[src/rtl/bcs_pkg.sv]
// Purpose: Constants and types for the burst configuration and sequencer block.
// Assumes: 40 MHz clock, synchronous active-high reset.
// Notes: Field layouts of the two feature registers and their reset values.
// Summary of operation
// - Bit 3 picks sequential (0, default) or interleaved (1) beat order.
// - Bit 4 picks wrap (0) or no-wrap (1); no-wrap is legal at length 4 only.
// - Bits 7:5 give recovery cycles, 001 means 3 up to 110 meaning 8.
// - Precharge after a write burst with auto precharge waits the recovery count.
// - Length 4 wrapped bursts run 0,1,2,3 or 2,3,0,1 by start bit 1.
// - Length 8 wraps modulo 8 when sequential, start XOR beat when interleaved.
// - Length 16 sequential counts modulo 16 from the even start column.
// - Column bit 0 is never carried and is always taken as zero.
// - No-wrap length 4 walks y to y+3 linearly, carrying across the 4-column boundary.
// - Latency register holds latency select in bits 3:0, bits 7:4 reserved.
// - Latency codes 1..6 give read 3,4,5,6,7,8 and write 1,2,2,3,4,4.
// - Feature registers are write-only; reads pulse the strobe with no data.
package bcs_pkg;

  // ****************************************************************
  // Register addresses and reset values
  // ****************************************************************
  localparam logic [7:0] BCS_ADDR_BURST = 8'h01;
  localparam logic [7:0] BCS_ADDR_LAT = 8'h02;
  localparam logic [7:0] BCS_BURST_RESET = 8'h22;
  localparam logic [3:0] BCS_LAT_RESET = 4'h1;

  // ****************************************************************
  // Field positions
  // ****************************************************************
  localparam int BCS_LEN_LSB = 0;
  localparam int BCS_TYPE_BIT = 3;
  localparam int BCS_WRAP_BIT = 4;
  localparam int BCS_NWR_LSB = 5;
  localparam int BCS_LAT_W = 4;

  // ****************************************************************
  // Codes and counts
  // ****************************************************************
  localparam logic [2:0] BCS_LEN_CODE8 = 3'h3;
  localparam logic [2:0] BCS_LEN_CODE16 = 3'h4;
  localparam logic [3:0] BCS_NWR_OFFSET = 4'h2;
  localparam logic [3:0] BCS_LAT_CODE_MAX = 4'h6;

  typedef enum logic [1:0] {BCS_LEN4, BCS_LEN8, BCS_LEN16} bcs_len_t;
  typedef enum logic {BCS_IDLE, BCS_RUN} bcs_state_t;

  // Length code to length kind; reserved codes fall back to length 4.
  function automatic bcs_len_t bcs_len_of(input logic [2:0] code);
    if (code == BCS_LEN_CODE16) begin
      return BCS_LEN16;
    end else if (code == BCS_LEN_CODE8) begin
      return BCS_LEN8;
    end
    return BCS_LEN4;
  endfunction : bcs_len_of

  // Last beat index of a burst of the given kind.
  function automatic logic [3:0] bcs_last_idx(input bcs_len_t len);
    unique case (len)
      BCS_LEN4: return 4'h3;
      BCS_LEN8: return 4'h7;
      BCS_LEN16: return 4'hF;
    endcase
    return 4'h3;
  endfunction : bcs_last_idx

endpackage : bcs_pkg

[src/rtl/bcs_burst_sequencer.sv]
// Purpose: Feature register decode and burst column sequencing for a mobile DRAM.
// Assumes: Controller obeys mode rules; inputs synchronous to clock.
// Notes: Bursts may follow back to back; reads of the registers return zero data.
`timescale 1ns/1ps
module bcs_burst_sequencer
  import bcs_pkg::*;
#(
  parameter int COL_W = 10
) (
  input wire logic clock,
  input wire logic srst,
  input wire logic mode_reg_write,
  input wire logic mode_reg_read,
  input wire logic [7:0] mode_reg_addr,
  input wire logic [7:0] mode_reg_data,
  output logic mode_rd_strobe,
  output logic [7:0] mode_rd_data,
  input wire logic burst_start,
  input wire logic [COL_W-1:1] burst_col,
  input wire logic burst_is_write,
  input wire logic auto_precharge,
  output logic burst_ready,
  output logic beat_valid,
  output logic [COL_W-1:0] beat_col,
  output logic beat_last,
  output logic precharge_start,
  output logic [4:0] burst_len,
  output logic burst_order_type,
  output logic wrap_select,
  output logic [3:0] write_recovery_cycles,
  output logic [3:0] read_latency,
  output logic [2:0] write_latency,
  output logic mode_illegal
);

  // Narrower columns cannot hold a length-16 window, so elaboration stops.
  if (COL_W < 4 || COL_W > 16) begin : g_col_w_check
    $error("COL_W must lie between 4 and 16");
  end

  // ****************************************************************
  // Feature registers
  // ****************************************************************
  logic [7:0] burst_cfg_r;
  logic [BCS_LAT_W-1:0] lat_cfg_r;
  logic wr_burst;
  logic wr_lat;

  assign wr_burst = mode_reg_write && (mode_reg_addr == BCS_ADDR_BURST);
  assign wr_lat = mode_reg_write && (mode_reg_addr == BCS_ADDR_LAT);

  // Writes land whole; reserved bits of the latency register are simply dropped.
  always_ff @(posedge clock) begin
    if (srst) begin
      burst_cfg_r <= BCS_BURST_RESET;
      lat_cfg_r <= BCS_LAT_RESET;
    end else begin
      if (wr_burst) begin
        burst_cfg_r <= mode_reg_data;
      end
      if (wr_lat) begin
        lat_cfg_r <= mode_reg_data[BCS_LAT_W-1:0];
      end
    end
  end

  // Reads are answered with a strobe and zero data, as nothing is readable here.
  always_ff @(posedge clock) begin
    if (srst) begin
      mode_rd_strobe <= 1'b0;
      mode_rd_data <= 8'h00;
    end else begin
      mode_rd_strobe <= mode_reg_read;
      mode_rd_data <= 8'h00;
    end
  end

  // ****************************************************************
  // Field decode
  // ****************************************************************
  bcs_len_t cfg_len;
  logic [2:0] nwr_code;

  assign cfg_len = bcs_len_of(burst_cfg_r[BCS_LEN_LSB +: 3]);
  assign burst_len = 5'(bcs_last_idx(cfg_len)) + 5'h01;
  assign burst_order_type = burst_cfg_r[BCS_TYPE_BIT];
  assign wrap_select = burst_cfg_r[BCS_WRAP_BIT];
  assign nwr_code = burst_cfg_r[BCS_NWR_LSB +: 3];
  assign write_recovery_cycles = 4'(nwr_code) + BCS_NWR_OFFSET;

  // Latency table; reserved codes read back as the default pair.
  always_comb begin
    read_latency = 4'h3;
    write_latency = 3'h1;
    if (lat_cfg_r != 4'h0 && lat_cfg_r <= BCS_LAT_CODE_MAX) begin
      read_latency = lat_cfg_r + 4'h2;
      unique case (lat_cfg_r)
        4'h1: write_latency = 3'h1;
        4'h2, 4'h3: write_latency = 3'h2;
        4'h4: write_latency = 3'h3;
        default: write_latency = 3'h4;
      endcase
    end
  end

  // Flags combinations the controller must not program; the block still runs them.
  assign mode_illegal = (wrap_select && cfg_len != BCS_LEN4)
    || (burst_order_type && cfg_len == BCS_LEN16);

  // ****************************************************************
  // Burst sequencing
  // ****************************************************************
  bcs_state_t state_r;
  logic [3:0] idx_r;
  logic [3:0] last_idx_r;
  logic [COL_W-1:0] start_r;
  bcs_len_t len_r;
  logic inter_r;
  logic nowrap_r;
  logic wr_ap_r;
  logic take;
  logic run_last;
  logic [COL_W-1:0] col_nxt;

  assign run_last = (state_r == BCS_RUN) && (idx_r == last_idx_r);
  assign burst_ready = (state_r == BCS_IDLE) || run_last;
  assign take = burst_start && burst_ready;

  // A new burst may be taken in the cycle of the previous burst's last index.
  always_ff @(posedge clock) begin
    if (srst) begin
      state_r <= BCS_IDLE;
      idx_r <= 4'h0;
      last_idx_r <= 4'h3;
      start_r <= '0;
      len_r <= BCS_LEN4;
      inter_r <= 1'b0;
      nowrap_r <= 1'b0;
      wr_ap_r <= 1'b0;
    end else if (take) begin
      state_r <= BCS_RUN;
      idx_r <= 4'h0;
      last_idx_r <= bcs_last_idx(cfg_len);
      start_r <= {burst_col, 1'b0};
      len_r <= cfg_len;
      inter_r <= burst_order_type;
      nowrap_r <= wrap_select;
      wr_ap_r <= burst_is_write && auto_precharge;
    end else if (run_last) begin
      state_r <= BCS_IDLE;
    end else if (state_r == BCS_RUN) begin
      idx_r <= idx_r + 4'h1;
    end
  end

  bcs_col_gen #(
    .COL_W(COL_W)
  ) u_col_gen (
    .start_col(start_r),
    .beat_idx(idx_r),
    .len_kind(len_r),
    .interleave(inter_r),
    .no_wrap(nowrap_r),
    .col(col_nxt)
  );

  logic beat_ap_r;

  // Beats appear one cycle behind the index so the column comes from a flop.
  always_ff @(posedge clock) begin
    if (srst) begin
      beat_valid <= 1'b0;
      beat_col <= '0;
      beat_last <= 1'b0;
      beat_ap_r <= 1'b0;
    end else begin
      beat_valid <= (state_r == BCS_RUN);
      beat_col <= col_nxt;
      beat_last <= run_last;
      beat_ap_r <= wr_ap_r;
    end
  end

  // ****************************************************************
  // Write recovery before auto precharge
  // ****************************************************************
  logic [3:0] wr_cnt_r;

  // Counting from the last data beat; a later write burst with auto precharge reloads and wins.
  always_ff @(posedge clock) begin
    if (srst) begin
      wr_cnt_r <= 4'h0;
    end else if (beat_valid && beat_last && beat_ap_r) begin
      wr_cnt_r <= write_recovery_cycles;
    end else if (wr_cnt_r != 4'h0) begin
      wr_cnt_r <= wr_cnt_r - 4'h1;
    end
  end

  assign precharge_start = (wr_cnt_r == 4'h1);

  // ****************************************************************
  // Checks
  // ****************************************************************
  logic [3:0] gap_r;
  logic [3:0] gap_nwr_r;

  always_ff @(posedge clock) begin
    if (srst) begin
      gap_r <= 4'h0;
      gap_nwr_r <= 4'h0;
    end else if (beat_valid && beat_last && beat_ap_r) begin
      gap_r <= 4'h1;
      gap_nwr_r <= write_recovery_cycles;
    end else if (gap_r != 4'h0 && gap_r != 4'hF) begin
      gap_r <= gap_r + 4'h1;
    end
  end

  logic [3:0] beat_idx_r;
  logic [2:0] beat_start_r;
  logic beat_int8_r;

  // Index and start of the beat on show; beats lag the index by one cycle, so it is piped.
  always_ff @(posedge clock) begin
    beat_idx_r <= idx_r;
    beat_start_r <= start_r[2:0];
    beat_int8_r <= (state_r == BCS_RUN) && (len_r == BCS_LEN8) && inter_r;
  end
endmodule : bcs_burst_sequencer

[src/rtl/bcs_col_gen.sv]
// Purpose: Column address of one beat within a burst.
// Assumes: Start column has bit 0 at zero; beat index below the burst length.
// Notes: Purely combinational; the caller registers the result.
`timescale 1ns/1ps
module bcs_col_gen
  import bcs_pkg::*;
#(
  parameter int COL_W = 10
) (
  input wire logic [COL_W-1:0] start_col,
  input wire logic [3:0] beat_idx,
  input wire bcs_len_t len_kind,
  input wire logic interleave,
  input wire logic no_wrap,
  output logic [COL_W-1:0] col
);

  // ****************************************************************
  // Beat ordering
  // ****************************************************************
  // Except for no-wrap length 4, only the low bits inside the wrap window move; upper bits hold the row of columns.
  always_comb begin
    col = start_col;
    unique case (len_kind)
      BCS_LEN4: begin
        if (no_wrap) begin
          col = start_col + COL_W'(beat_idx[1:0]);
        end else begin
          col[1:0] = 2'(start_col[1:0] + beat_idx[1:0]);
        end
      end
      BCS_LEN8: begin
        if (interleave) begin
          col[2:0] = start_col[2:0] ^ beat_idx[2:0];
        end else begin
          col[2:0] = 3'(start_col[2:0] + beat_idx[2:0]);
        end
      end
      BCS_LEN16: begin
        col[3:0] = 4'(start_col[3:0] + beat_idx);
      end
    endcase
  end

endmodule : bcs_col_gen

[config.mk]
export PLATFORM = sky130hd
export DESIGN_NAME = bcs_burst_sequencer
export DESIGN_NICKNAME = d
export VERILOG_FILES = /design/src/rtl/bcs_pkg.sv /design/src/rtl/bcs_burst_sequencer.sv /design/src/rtl/bcs_col_gen.sv
export SDC_FILE = /design/constraint.sdc
export NUM_CORES = 1
export LEC_CHECK = 0
export ABC_AREA = 1
export ABC_CLOCK_PERIOD_IN_PS = 2400
export CAP_MARGIN = 25
export CORE_UTILIZATION = 56
export CTS_CLUSTER_SIZE = 40
export DETAILED_ROUTE_END_ITERATION = 8
export DONT_BUFFER_PORTS = 1
export GPL_TIMING_DRIVEN = 0
export PLACE_DENSITY = 0.71
export SLEW_MARGIN = 20
export SYNTH_ARGS = -nofsm -noshare
export SYNTH_HDL_FRONTEND = slang
export SYNTH_SLANG_ARGS = --single-unit
[constraint.sdc]
create_clock -name clock -period 2.4 [get_ports clock]
set_clock_uncertainty 0.1 [all_clocks]
set_input_delay 0.6 -clock clock [delete_from_list [all_inputs] [get_ports clock]]
set_output_delay 0.6 -clock clock [all_outputs]
set_load 0.01 [all_outputs]
After elaboration in Yosys (flattened, before gate mapping). Cells that the tools add are included.

Equality and inequality tests: 14. Multiplexer cells: 24. Multiply operators: 0. Div/mod/pow operators: 0. Reduce and logical (&&, ||, !) cells: 23. Magnitude comparators: 1. Bitwise gates (word level): 3. Add/subtract/negate cells: 9. Shifts and indexed selects: 0.

Operator list (count): two-way mux 4 bit (5); case mux 3 bit (3 select lines) (2); case mux 4 bit (3 select lines) (1); adder 10 x 2 -> 10 bit (1); logical AND 1 bit (10); == test 4 x 1 -> 1 bit, second input constant (2); == test 4 x 2 -> 1 bit, second input constant (2); == test 8 x 1 -> 1 bit, second input constant (1); == test 8 x 2 -> 1 bit, second input constant (1); two-way mux 2 bit (4); two-way mux 8 bit (1); nonzero test 4 bit (2); two-way mux 1 bit (7); two-way mux 3 bit (2); two-way mux 6 bit (1); nonzero test 2 bit (3); adder 4 x 1 -> 5 bit, second input constant (1); adder 3 x 2 -> 4 bit, second input constant (1); adder 4 x 1 -> 4 bit, second input constant (1); adder 4 x 2 -> 4 bit, second input constant (1); adder 4 bit (1); == test 2 x 1 -> 1 bit, second input constant (2); == test 2 bit, second input constant (2); == test 4 x 3 -> 1 bit, second input constant (1); other kinds (15) (19).

Flip-flop bits (word level): 53. Latch bits: 0. Output and inout bits: 42. Memories kept: 0. Input port bits: 32. Bits in read-only memories: 0. Bits in writable memories: 0. Logic and storage cells: 90.

Longest topological paths before layout. Gate-level depths: netlist (run 1).

Word-level depth: 10. Depth in mapped cells: 10. Gate-level depth less buffers: 10.

Hierarchy. A second synthesis (run 1) with hierarchy kept.

Cells, all modules: 420. Area, all modules: 2860.2 µm².

By module, submodules not included: bcs_burst_sequencer (times used 1, seq. area each 1001.0 µm², cells an instance 326, area each 2346.0 µm²); bcs_col_gen (times used 1, seq. area each 0.0 µm², cells an instance 94, area each 514.2 µm²).

Worst setup path before layout (run 1). Ideal clock, no wire load.

Kind: register to output. Start: register idx_r[1]. End: output burst_ready. Cell stages (with the launch flop): 7. Setup slack: 585 ps. Required time: 1700 ps. Path buffers: 1. Arrival time: 1115 ps. Path through: dfxtp_1 ha_1 inv_1 a21oi_4 nand3_4 nand2_4 buf_6.

Longest elaborated chain between the ends: 3.

RTL lines: start: declaration (line bcs_burst_sequencer.sv:114) `logic [3:0] idx_r;`; start signal: assignment (line bcs_burst_sequencer.sv:152) `idx_r <= idx_r + 4'h1;`; == test 4 bit (line bcs_burst_sequencer.sv:125) `assign run_last = (state_r == BCS_RUN) && (idx_r == last_idx_r);`; logical AND 1 bit (line bcs_burst_sequencer.sv:125); logical OR 1 bit (line bcs_burst_sequencer.sv:126) `assign burst_ready = (state_r == BCS_IDLE) || run_last;`; end: declaration (line bcs_burst_sequencer.sv:22) `output logic burst_ready,`.

No other way between the ends.

Final worst setup path (run 1).
Start: register idx_r[0]. End: output burst_ready.

Same word-level chain as after synthesis.

==> reports/metrics.cfg, run 1 <==
[logic_synthesis]
avgSynthCellArea_um2=6.99
synth.top_cells.by_count=nand2_1, inv_1, nor2_1
yosysTopAreaCell=dfxtp_1
netlist_area_um2=2620
yosysTopAreaCellShare=0.382
yosysSeqAreaShare=0.382
synth_edf_count=0
synth_ff_type=dfxtp_1
ys_types=30
ys_ff_latch=50
synth_cells=375
yosysMostFrequentCell=nand2_1
synth-async-reset-ratio=0
synth_warnings=0
synth_area_leaders=dfxtp_1, nand2_1, inv_1, nor2_1, ha_1

[critical_path]
path_max_fanout=10
startpoint_type=register
worstPathRequired_ps=1700
crit_type=register to output pin
crit_buf_inv=2
path_delay_family=flip-flops
cpPeakStageDelay_ps=410
cp_data_arrival_time_ps=1610
crit_path_end_kind=output pin
worstPathCellList=ha_1 -> inv_1 -> a21oi_4 -> nand3_4 -> nand2_4 -> buf_6
r2r_start=idx_r[1]
critical-path-slowest-cell=dfxtp_1
worstSetupStartpoint=idx_r[0]

[floorplanning]
initial_utilization=0.594
coreArea_um2=4410
dieArea_um2=4960
ios=74
num_rows=24
die_h_um=70.4
die_w_um=70.4

[timing]
finalCritPeriodShare=0.964
maxSlewViolCount=0
worstMarginPinSlew_ps=642
hold_viol=0
slew_headroom=0.567
fmax_mhz=432
hold_slack_ps=292
finalSetupViolations=0
rsz0062_at_grt=false
tns_ps=0
period_minus_slack_ps=2310

[routing]
drc=0
drt-pass1-iter-count=4
wl_mm=5.19
drtAntennaViolNets=0
vias_per_cell=5.09
drt_first_iter_violations=119
vias=2261
wl_per_cell_um=11.7

[cells_and_area]
layout.cells.non_filler=444
nNetsFinal=436
n_antenna_cell=0
final_util=0.638
final_layout_size_suffix_gt1_frac=0.0918
area_growth_pct=7.45

[global_route]
grt_pass1_wl_mm=8.89
antenna_found_initial=0
grt_max_degree=16
grt_usage=0.226
grt_pass1_vias=2044
grt-ovfl-total=0

[placed_design]
place_inst=436
finalWeightedCongestion=0.836
numPortBuffers=0
dpl.hpwl_mm=3.92

[pwr]
irDropWorstVdd_v=0.000302
p_seq_frac=0.527
p_sw_mw=0.544
p_clk_frac=0.281
internal_power_mw=1.28
power_mw=1.82
p_sw_frac=0.299
pwr_density_cell_nw_per_um2=646
power_frac_comb=0.192
p_leak_nw=1.37

[outcome]
status=complete, no violations

[flow_run]
maxCapViolCount=0

[cts]
h-tree-depth=2
postCtsSetupRepairBufs=0
clkLatencyLatePin_ps=300
clk_pin_slew_ps=90
cts.path.max_buffers=2
cts_buffers=5
cts_tree=built
cts.sinks=50
cts_root_buffer=clkbuf_8

[hold_path]
min_from=mode_reg_read
min_path_type=primary input to register

## path summary, 6_finish.rpt
path / end / slack (ps) / cells after the start
setup / recovery: burst_ready / 90 / 6
hold / removal: mode_rd_strobe / 290 / 2
setup reg to reg: beat_col[9] / 700 / 8
hold reg to reg: beat_ap_r / 330 / 2
## cells by family (layout without fill, tap and decap cells)
| logic type | after synthesis | after routing | synth area share |
|---|---|---|---|
| xor+xnor | 2 | 2 | 0.00668 |
| buf+inv | 82 | 90 | 0.145 |
| simple gates | 167 | 167 | 0.273 |
| flops | 50 | 50 | 0.382 |
| fa+ha+maj | 13 | 13 | 0.0649 |
| other cells | 1 | 10 | 0.00143 |
| compound gates | 60 | 60 | 0.127 |
## layout make-up
| class | instances | area, µm² |
|---|---|---|
| multi-input combinational | 252 | 1270 |
| clock buffer | 6 | 82.6 |
| buffer | 24 | 163 |
| fill | 421 | 1600 |
| inverter | 58 | 218 |
| tap | 52 | 65.1 |
| sequential | 50 | 1000 |
| clock inverter | 2 | 12.5 |
## what timing repair did
item / in CTS / in global routing
setup endpoints to repair: 0 / 1
hold buffers: 0 / 0
resized for setup: 0 / 1
## metal layers
metal	GRT usage	routed length (µm)	up-vias
li1	-	-	1197
met1	0.284	2420	984
met2	0.352	2280	68
met3	0.0678	363	12
met4	0.104	119	0
met5	0	0	-
## power groups by stage
| stage | Clock (mW) | Sequential [mW] | Combinational [mW] |
|---|---|---|---|
| 6_report | 0.511 | 0.960 | 0.350 |
| 5_1_grt | 0.552 | 0.971 | 0.419 |
| 4_1_cts | 0.526 | 0.960 | 0.351 |
| 3_5_place_dp | 0 | 0.979 | 0.350 |
| 3_3_place_gp | 0 | 0.977 | 0.343 |
| 2_1_floorplan | 0 | 0.963 | 0.300 |
## per-stage QoR
step | setup slack (ps) | instance area [µm²]
after floorplan | 585 | 2660
after global placement | 425 | 2720
after detailed placement | 418 | 2720
after CTS | 66.2 | 2820
after global routing | 2.59 | 2820
final | 85.6 | 2820
## registers in the layout, indices dropped and copies added (netlist names), 2 cells and up
register,cells
beat_col,10
burst_cfg_r,8
idx_r,4
last_idx_r,2
lat_cfg_r,4
start_r,9
wr_cnt_r,4
## layout by cell type (no fill, tap or decap), types with 2 or more instances in the layout
cell type and instances:
a21oi_1 29, a31oi_1 3, buf_2 7, buf_4 11
buf_6 3, clkbuf_1 2, clkbuf_8 6, conb_1 10
dfxtp_1 49, ha_1 12, inv_1 57, nand2_1 72
nand3_1 28, nand4_1 6, nor2_1 52, nor3_1 3
o211ai_1 4, o21ai_0 21, or2_2 2
Power figures use the tool's default switching activity.
==> run 2: changes to the inputs <==
--- a/config.mk
+++ b/config.mk
@@ -14,6 +14,7 @@
 export DONT_BUFFER_PORTS = 1
 export GPL_TIMING_DRIVEN = 0
 export PLACE_DENSITY = 0.71
+export RECOVER_POWER = 50
 export SLEW_MARGIN = 20
 export SYNTH_ARGS = -nofsm -noshare
 export SYNTH_HDL_FRONTEND = slang
==> run 2 against run 1 <==
First-iteration DRC count is 5.0% higher. Sequential share of layout area is 0.11 points higher. Sequential cell count stayed put. Combinational power hardly changed. Hold slack better by 1.6 ps. Register-to-register slack hardly changed. Power is 0.12% lower. Clock power hardly changed. Fmax hardly changed. Final area is 0.31% lower. Largest cell class unchanged.
==> reports/metrics.cfg, run 2 (synthesis gave the netlist of run 1 again) <==
[outcome]
status=complete, no violations

[critical_path]
endpoint=burst_ready
r2r_setup_slack_ps=700  ; about the same
worstPathRequired_ps=1700  ; about the same
r2r_start=idx_r[1]
crit_path_end_kind=output pin
path_max_fanout=10  ; unchanged
cp_data_arrival_time_ps=1610  ; about the same
r2r-end=beat_col[9]
worstSetupStartpoint=idx_r[0]
startpoint_type=register
crit_type=register to output pin
reg2regPathDepth=8  ; unchanged

[cells_and_area]
area_growth_pct=7.11
nNetsFinal=436  ; unchanged
final_layout_size_suffix_gt1_frac=0.0791  ; -0.0128
layout_commonest_cell=nand2_1
layout.cells.non_filler=444  ; unchanged
n_antenna_cell=0  ; unchanged
largestRegisters=beat_col (10), start_r (9), burst_cfg_r (8)
largest_reg_flops=10  ; unchanged
largest-register=beat_col
final_cell_mix=nand2_1, inv_1, nor2_1

[pwr]
p_sw_mw=0.543  ; -0.21%
p_sw_frac=0.298  ; about the same
irDropWorstVdd_v=0.000304  ; +0.43%
internal_power_mw=1.28  ; about the same
p_seq_frac=0.528  ; about the same
pwr_density_cell_nw_per_um2=648  ; +0.19%
p_clk_frac=0.280  ; about the same
p_leak_nw=1.35  ; -1.0%
power_frac_comb=0.192  ; about the same

[timing]
hold_viol=0  ; unchanged
finalSetupViolations=0  ; unchanged
fin_ws_ps=86.9  ; +1.30 ps
worstMarginPinSlew_ps=642  ; unchanged
finalCritPeriodShare=0.964  ; about the same
tns_ps=0  ; unchanged
period_minus_slack_ps=2310  ; -1.30 ps
slew_headroom=0.567  ; unchanged
maxSlewViolCount=0  ; unchanged
fmax_mhz=432  ; about the same
rsz0062_at_grt=false

[floorplanning]
num_rows=24  ; unchanged
initial_utilization=0.594  ; unchanged
die_h_um=70.4  ; unchanged
die_w_um=70.4  ; unchanged
coreArea_um2=4410  ; unchanged
ios=74  ; unchanged
dieArea_um2=4960  ; unchanged

[cts]
cts_tree=built
postCtsSetupRepairBufs=0  ; unchanged
h-tree-depth=2  ; unchanged
cts.sinks=50  ; unchanged
cts_buffers=5  ; unchanged
clkLatencyLatePin_ps=300  ; about the same
clk_pin_slew_ps=90  ; about the same
cts.path.max_buffers=2  ; unchanged
cts_root_buffer=clkbuf_8

[routing]
drtAntennaViolNets=0  ; unchanged
drt_first_iter_violations=125  ; +5.0%
vias_per_cell=5.14  ; +0.93%
wl_mm=5.19  ; about the same
drc=0  ; unchanged
drt-pass1-iter-count=4  ; unchanged
vias=2282  ; +0.93%
wl_per_cell_um=11.7  ; about the same

[global_route]
grt-ovfl-total=0  ; unchanged
grt_pass1_wl_mm=8.89  ; unchanged
grt_max_degree=16  ; unchanged
grt_usage=0.226  ; unchanged
antenna_found_initial=0  ; unchanged
grt_pass1_vias=2044  ; unchanged

[placed_design]
numPortBuffers=0  ; unchanged
dpl.hpwl_mm=3.92  ; unchanged
place_inst=436  ; unchanged
finalWeightedCongestion=0.836  ; unchanged
pre_cts_ws_ps=418  ; unchanged

[flow_run]
maxCapViolCount=0  ; unchanged

[hold_path]
min_path_type=primary input to register
min_from=mode_reg_read
worstHoldPathCells=2  ; unchanged

[run 2: cell types whose count changed in the layout (fill, tap and decap cells not counted), sizes merged]
cell and delta:
buf -5, clkbuf +5
[run 2: critical path: stages, from the launching register on]
cell     delay, ps
dfxtp_1        410
ha_1           230
inv_1           80
a21oi_4        130
nand3_4        130
nand2_4        160
buf_6          170
[run 2: what timing repair did]
item / CTS / global route
resized for setup: 0 / 1
hold buffers: 0 / 0
endpoints found under the setup margin: 0 / 1
[run 2: per-layer routing]
layer | global-route usage | wire length (µm) | share of wire | vias to the layer above
met3 | 0.0678 | 352 | 0.068 | 17
met2 | 0.352 | 2240 | 0.43 | 73
met1 | 0.284 | 2450 | 0.47 | 994
met4 | 0.104 | 157 | 0.030 | 0
li1 | - | - | - | 1198
met5 | 0 | 0 | 0 | -
[run 2: how the worst min path moves through the flow]
stage	slack, ps	end
2_1_floorplan	300	beat_ap_r
3_3_place_gp	320	beat_ap_r
3_5_place_dp	320	beat_ap_r
4_1_cts	280	mode_rd_strobe
5_1_grt	290	mode_rd_strobe
6_report	290	mode_rd_strobe
[run 2: per-stage QoR]
step / util / power (mW) / instance area, µm² / hold WS (ps)
after floorplan: - / 1.26 / 2660 / 303
after global placement: 0.616 / 1.32 / 2720 / 316
after detailed placement: 0.616 / 1.33 / 2720 / 317
after CTS: 0.638 / 1.84 / 2820 / 283
after global routing: 0.636 / 1.94 / 2810 / 288
final: 0.636 / 1.82 / 2810 / 293
[run 2: final cells by class]
type                    instances  area, µm²
flip-flops and latches         50       1000
multi-input cells             252       1270
well taps                      52       65.1
inverters                      58        218
clock buffers                   6       82.6
plain buffers                  24        154
clock inverters                 2       12.5
fillers                       420       1610
[run 2: power by group through the flow]
stage | combinational, mW | clock, mW | sequential (mW)
floorplan | 0.300 | 0 | 0.963
global placement | 0.343 | 0 | 0.977
detailed placement | 0.350 | 0 | 0.979
CTS | 0.351 | 0.526 | 0.960
global route | 0.418 | 0.552 | 0.971
finish | 0.349 | 0.509 | 0.960
==> run 3: changes to the inputs <==
--- a/config.mk
+++ b/config.mk
@@ -13,7 +13,7 @@
 export DETAILED_ROUTE_END_ITERATION = 8
 export DONT_BUFFER_PORTS = 1
 export GPL_TIMING_DRIVEN = 0
-export PLACE_DENSITY = 0.71
+export PLACE_DENSITY = 0.7
 export RECOVER_POWER = 50
 export SLEW_MARGIN = 20
 export SYNTH_ARGS = -nofsm -noshare
==> run 3 against run 2 <==
Utilization is 0.37 points higher. Register-to-register slack barely moved. Non-clock buffer count did not move. Cell count unchanged. Final area rose by 0.58%. Fmax increased by 2.1%. Setup slack better by 47 ps. Power increased by 4.0%. Critical path type unchanged. Highest routed layer unchanged.
==> reports/metrics.cfg, run 3 (synthesis gave the netlist of run 1 again) <==
[critical_path]
critical-path-slowest-cell=dfxtp_2
r2r_start=idx_r[1]
worstPathCellList=ha_1 -> inv_1 -> a21oi_4 -> nand3_4 -> nand2_4 -> buf_6
worstPathRequired_ps=1700  ; about the same
path_max_fanout=10  ; unchanged
crit_path_end_kind=output pin
r2r-end=beat_col[7]
reg2regPathDepth=6  ; -2
startpoint_type=register
r2r_setup_slack_ps=700  ; about the same
cp_data_arrival_time_ps=1570  ; -40 ps
worstSetupStartpoint=idx_r[1]
cpPeakStageDelay_ps=380  ; -30 ps
crit_type=register to output pin

[cells_and_area]
stdcell_area_um2=2820  ; +0.58%
largest-register=beat_col
largestRegisters=beat_col (10), start_r (9), burst_cfg_r (8)
regArea_um2=1000  ; +0.12%
largest_reg_flops=10  ; unchanged
fillerInstances=424  ; +0.95%
layout_commonest_cell=nand2_1
area_growth_pct=7.73
multiInputGateArea_um2=1270  ; unchanged
nNetsFinal=436  ; unchanged
final_cell_mix=nand2_1, inv_1, nor2_1
n_antenna_cell=0  ; unchanged
final_layout_size_suffix_gt1_frac=0.0791  ; unchanged
final_util=0.640  ; +0.00368

[pwr]
pwr_density_cell_nw_per_um2=670  ; +3.4%
p_leak_nw=1.36  ; +0.34%
power_mw=1.89  ; +4.0%
irDropWorstVdd_v=0.000339  ; +12%

[placed_design]
post_dp_cell_area_um2=2720  ; unchanged
finalWeightedCongestion=0.837  ; +0.11%
dpl.hpwl_mm=3.95  ; +0.72%
numPortBuffers=0  ; unchanged

[timing]
maxSlewViolCount=0  ; unchanged
slew_headroom=0.560  ; -0.00664
period_minus_slack_ps=2270  ; -46.8 ps
fmax_mhz=441  ; +2.1%
rsz0062_at_grt=false
tns_ps=0  ; unchanged
hold_viol=0  ; unchanged
finalSetupViolations=0  ; unchanged
hold_slack_ps=292  ; -1.77 ps
finalCritPeriodShare=0.944  ; -0.0195
worstMarginPinSlew_ps=652  ; +9.84 ps

[floorplanning]
ios=74  ; unchanged
die_h_um=70.4  ; unchanged
dieArea_um2=4960  ; unchanged
initial_utilization=0.594  ; unchanged
num_rows=24  ; unchanged
coreArea_um2=4410  ; unchanged
die_w_um=70.4  ; unchanged

[routing]
vias=2252  ; -1.3%
wl_per_cell_um=11.7  ; about the same
drtAntennaViolNets=0  ; unchanged
vias_per_cell=5.07  ; -1.3%
drt-pass1-iter-count=6  ; +2
drc=0  ; unchanged
wl_mm=5.19  ; about the same
drt_first_iter_violations=100  ; -20%

[global_route]
grt_pass1_wl_mm=9.11  ; +2.5%
antenna_found_initial=0  ; unchanged
grt-ovfl-total=0  ; unchanged
grt_usage=0.230  ; +0.00449
grt_max_degree=16  ; unchanged
grt_pass1_vias=2085  ; +2.0%

[cts]
cts.path.max_buffers=2  ; unchanged
cts_root_buffer=clkbuf_8
clk_pin_slew_ps=90  ; about the same
clkLatencyLatePin_ps=300  ; about the same
cts.sinks=50  ; unchanged
h-tree-depth=2  ; unchanged
cts_tree=built
cts_buffers=5  ; unchanged

[hold_path]
min_from=mode_reg_read
min_to=mode_rd_strobe
worstHoldPathCells=2  ; unchanged
min_path_type=primary input to register

[flow_run]
maxCapViolCount=0  ; unchanged

[outcome]
status=complete, no violations

==> run 3: cell types whose count changed in the layout (fill, tap and decap cells not counted), sizes merged <==
cell,previous run,this run
bufinv,0,1
clkinv,1,0
==> run 3: area by class of cell <==
type | count | area share
Sequential cell | 50 | 0.355
Multi-Input combinational cell | 252 | 0.451
Inverter | 58 | 0.0771
Clock inverter | 2 | 0.0133
Buffer | 24 | 0.0545
Tap cell | 52 | 0.0230
Clock buffer | 6 | 0.0257
==> run 3: layer usage <==
layer / vias up / routed length (µm) / GRT usage
met2: 60 / 2370 / 0.376
met5: - / 0 / 0
met4: 0 / 82 / 0.0867
li1: 1191 / - / -
met3: 8 / 291 / 0.0606
met1: 993 / 2440 / 0.289
==> run 3: worst max-delay path by stage <==
stage                  endpoint  slack (ps)
floorplan           burst_ready         580
global placement    burst_ready         420
detailed placement  burst_ready         430
CTS                 burst_ready          70
global route        burst_ready          30
finish              burst_ready         130
==> run 3: through the flow <==
stage          cells  setup slack [ps]
2_1_floorplan    384               585
3_3_place_gp     436               425
3_5_place_dp     436               429
4_1_cts          444              68.8
5_1_grt          444              26.2
6_report         444               134
==> run 3: report_power, final <==
| part | leakage (nW) | switching, mW | internal [mW] |
|---|---|---|---|
| combinational | 0.895 | 0.202 | 0.147 |
| clock | 0.0514 | 0.272 | 0.311 |
| sequential | 0.410 | 0.0625 | 0.897 |
| total | 1.36 | 0.537 | 1.35 |
==> run 3: repair_timing <==
action,in CTS,in global routing
buffers inserted,0,0
gates resized for setup,0,2
setup endpoints to repair,0,1
hold buffers,0,0
hold endpoints to repair,0,0
==> run 3: worst max-delay path, delay by kind of cell, from the launching register on <==
family / cells / cell delay (ps)
AOI/OAI and AO/OA: 1 / 130
and+or+nand+nor: 2 / 290
adders and majority gates: 1 / 210
DFF: 1 / 380
buffers and inverters: 2 / 250
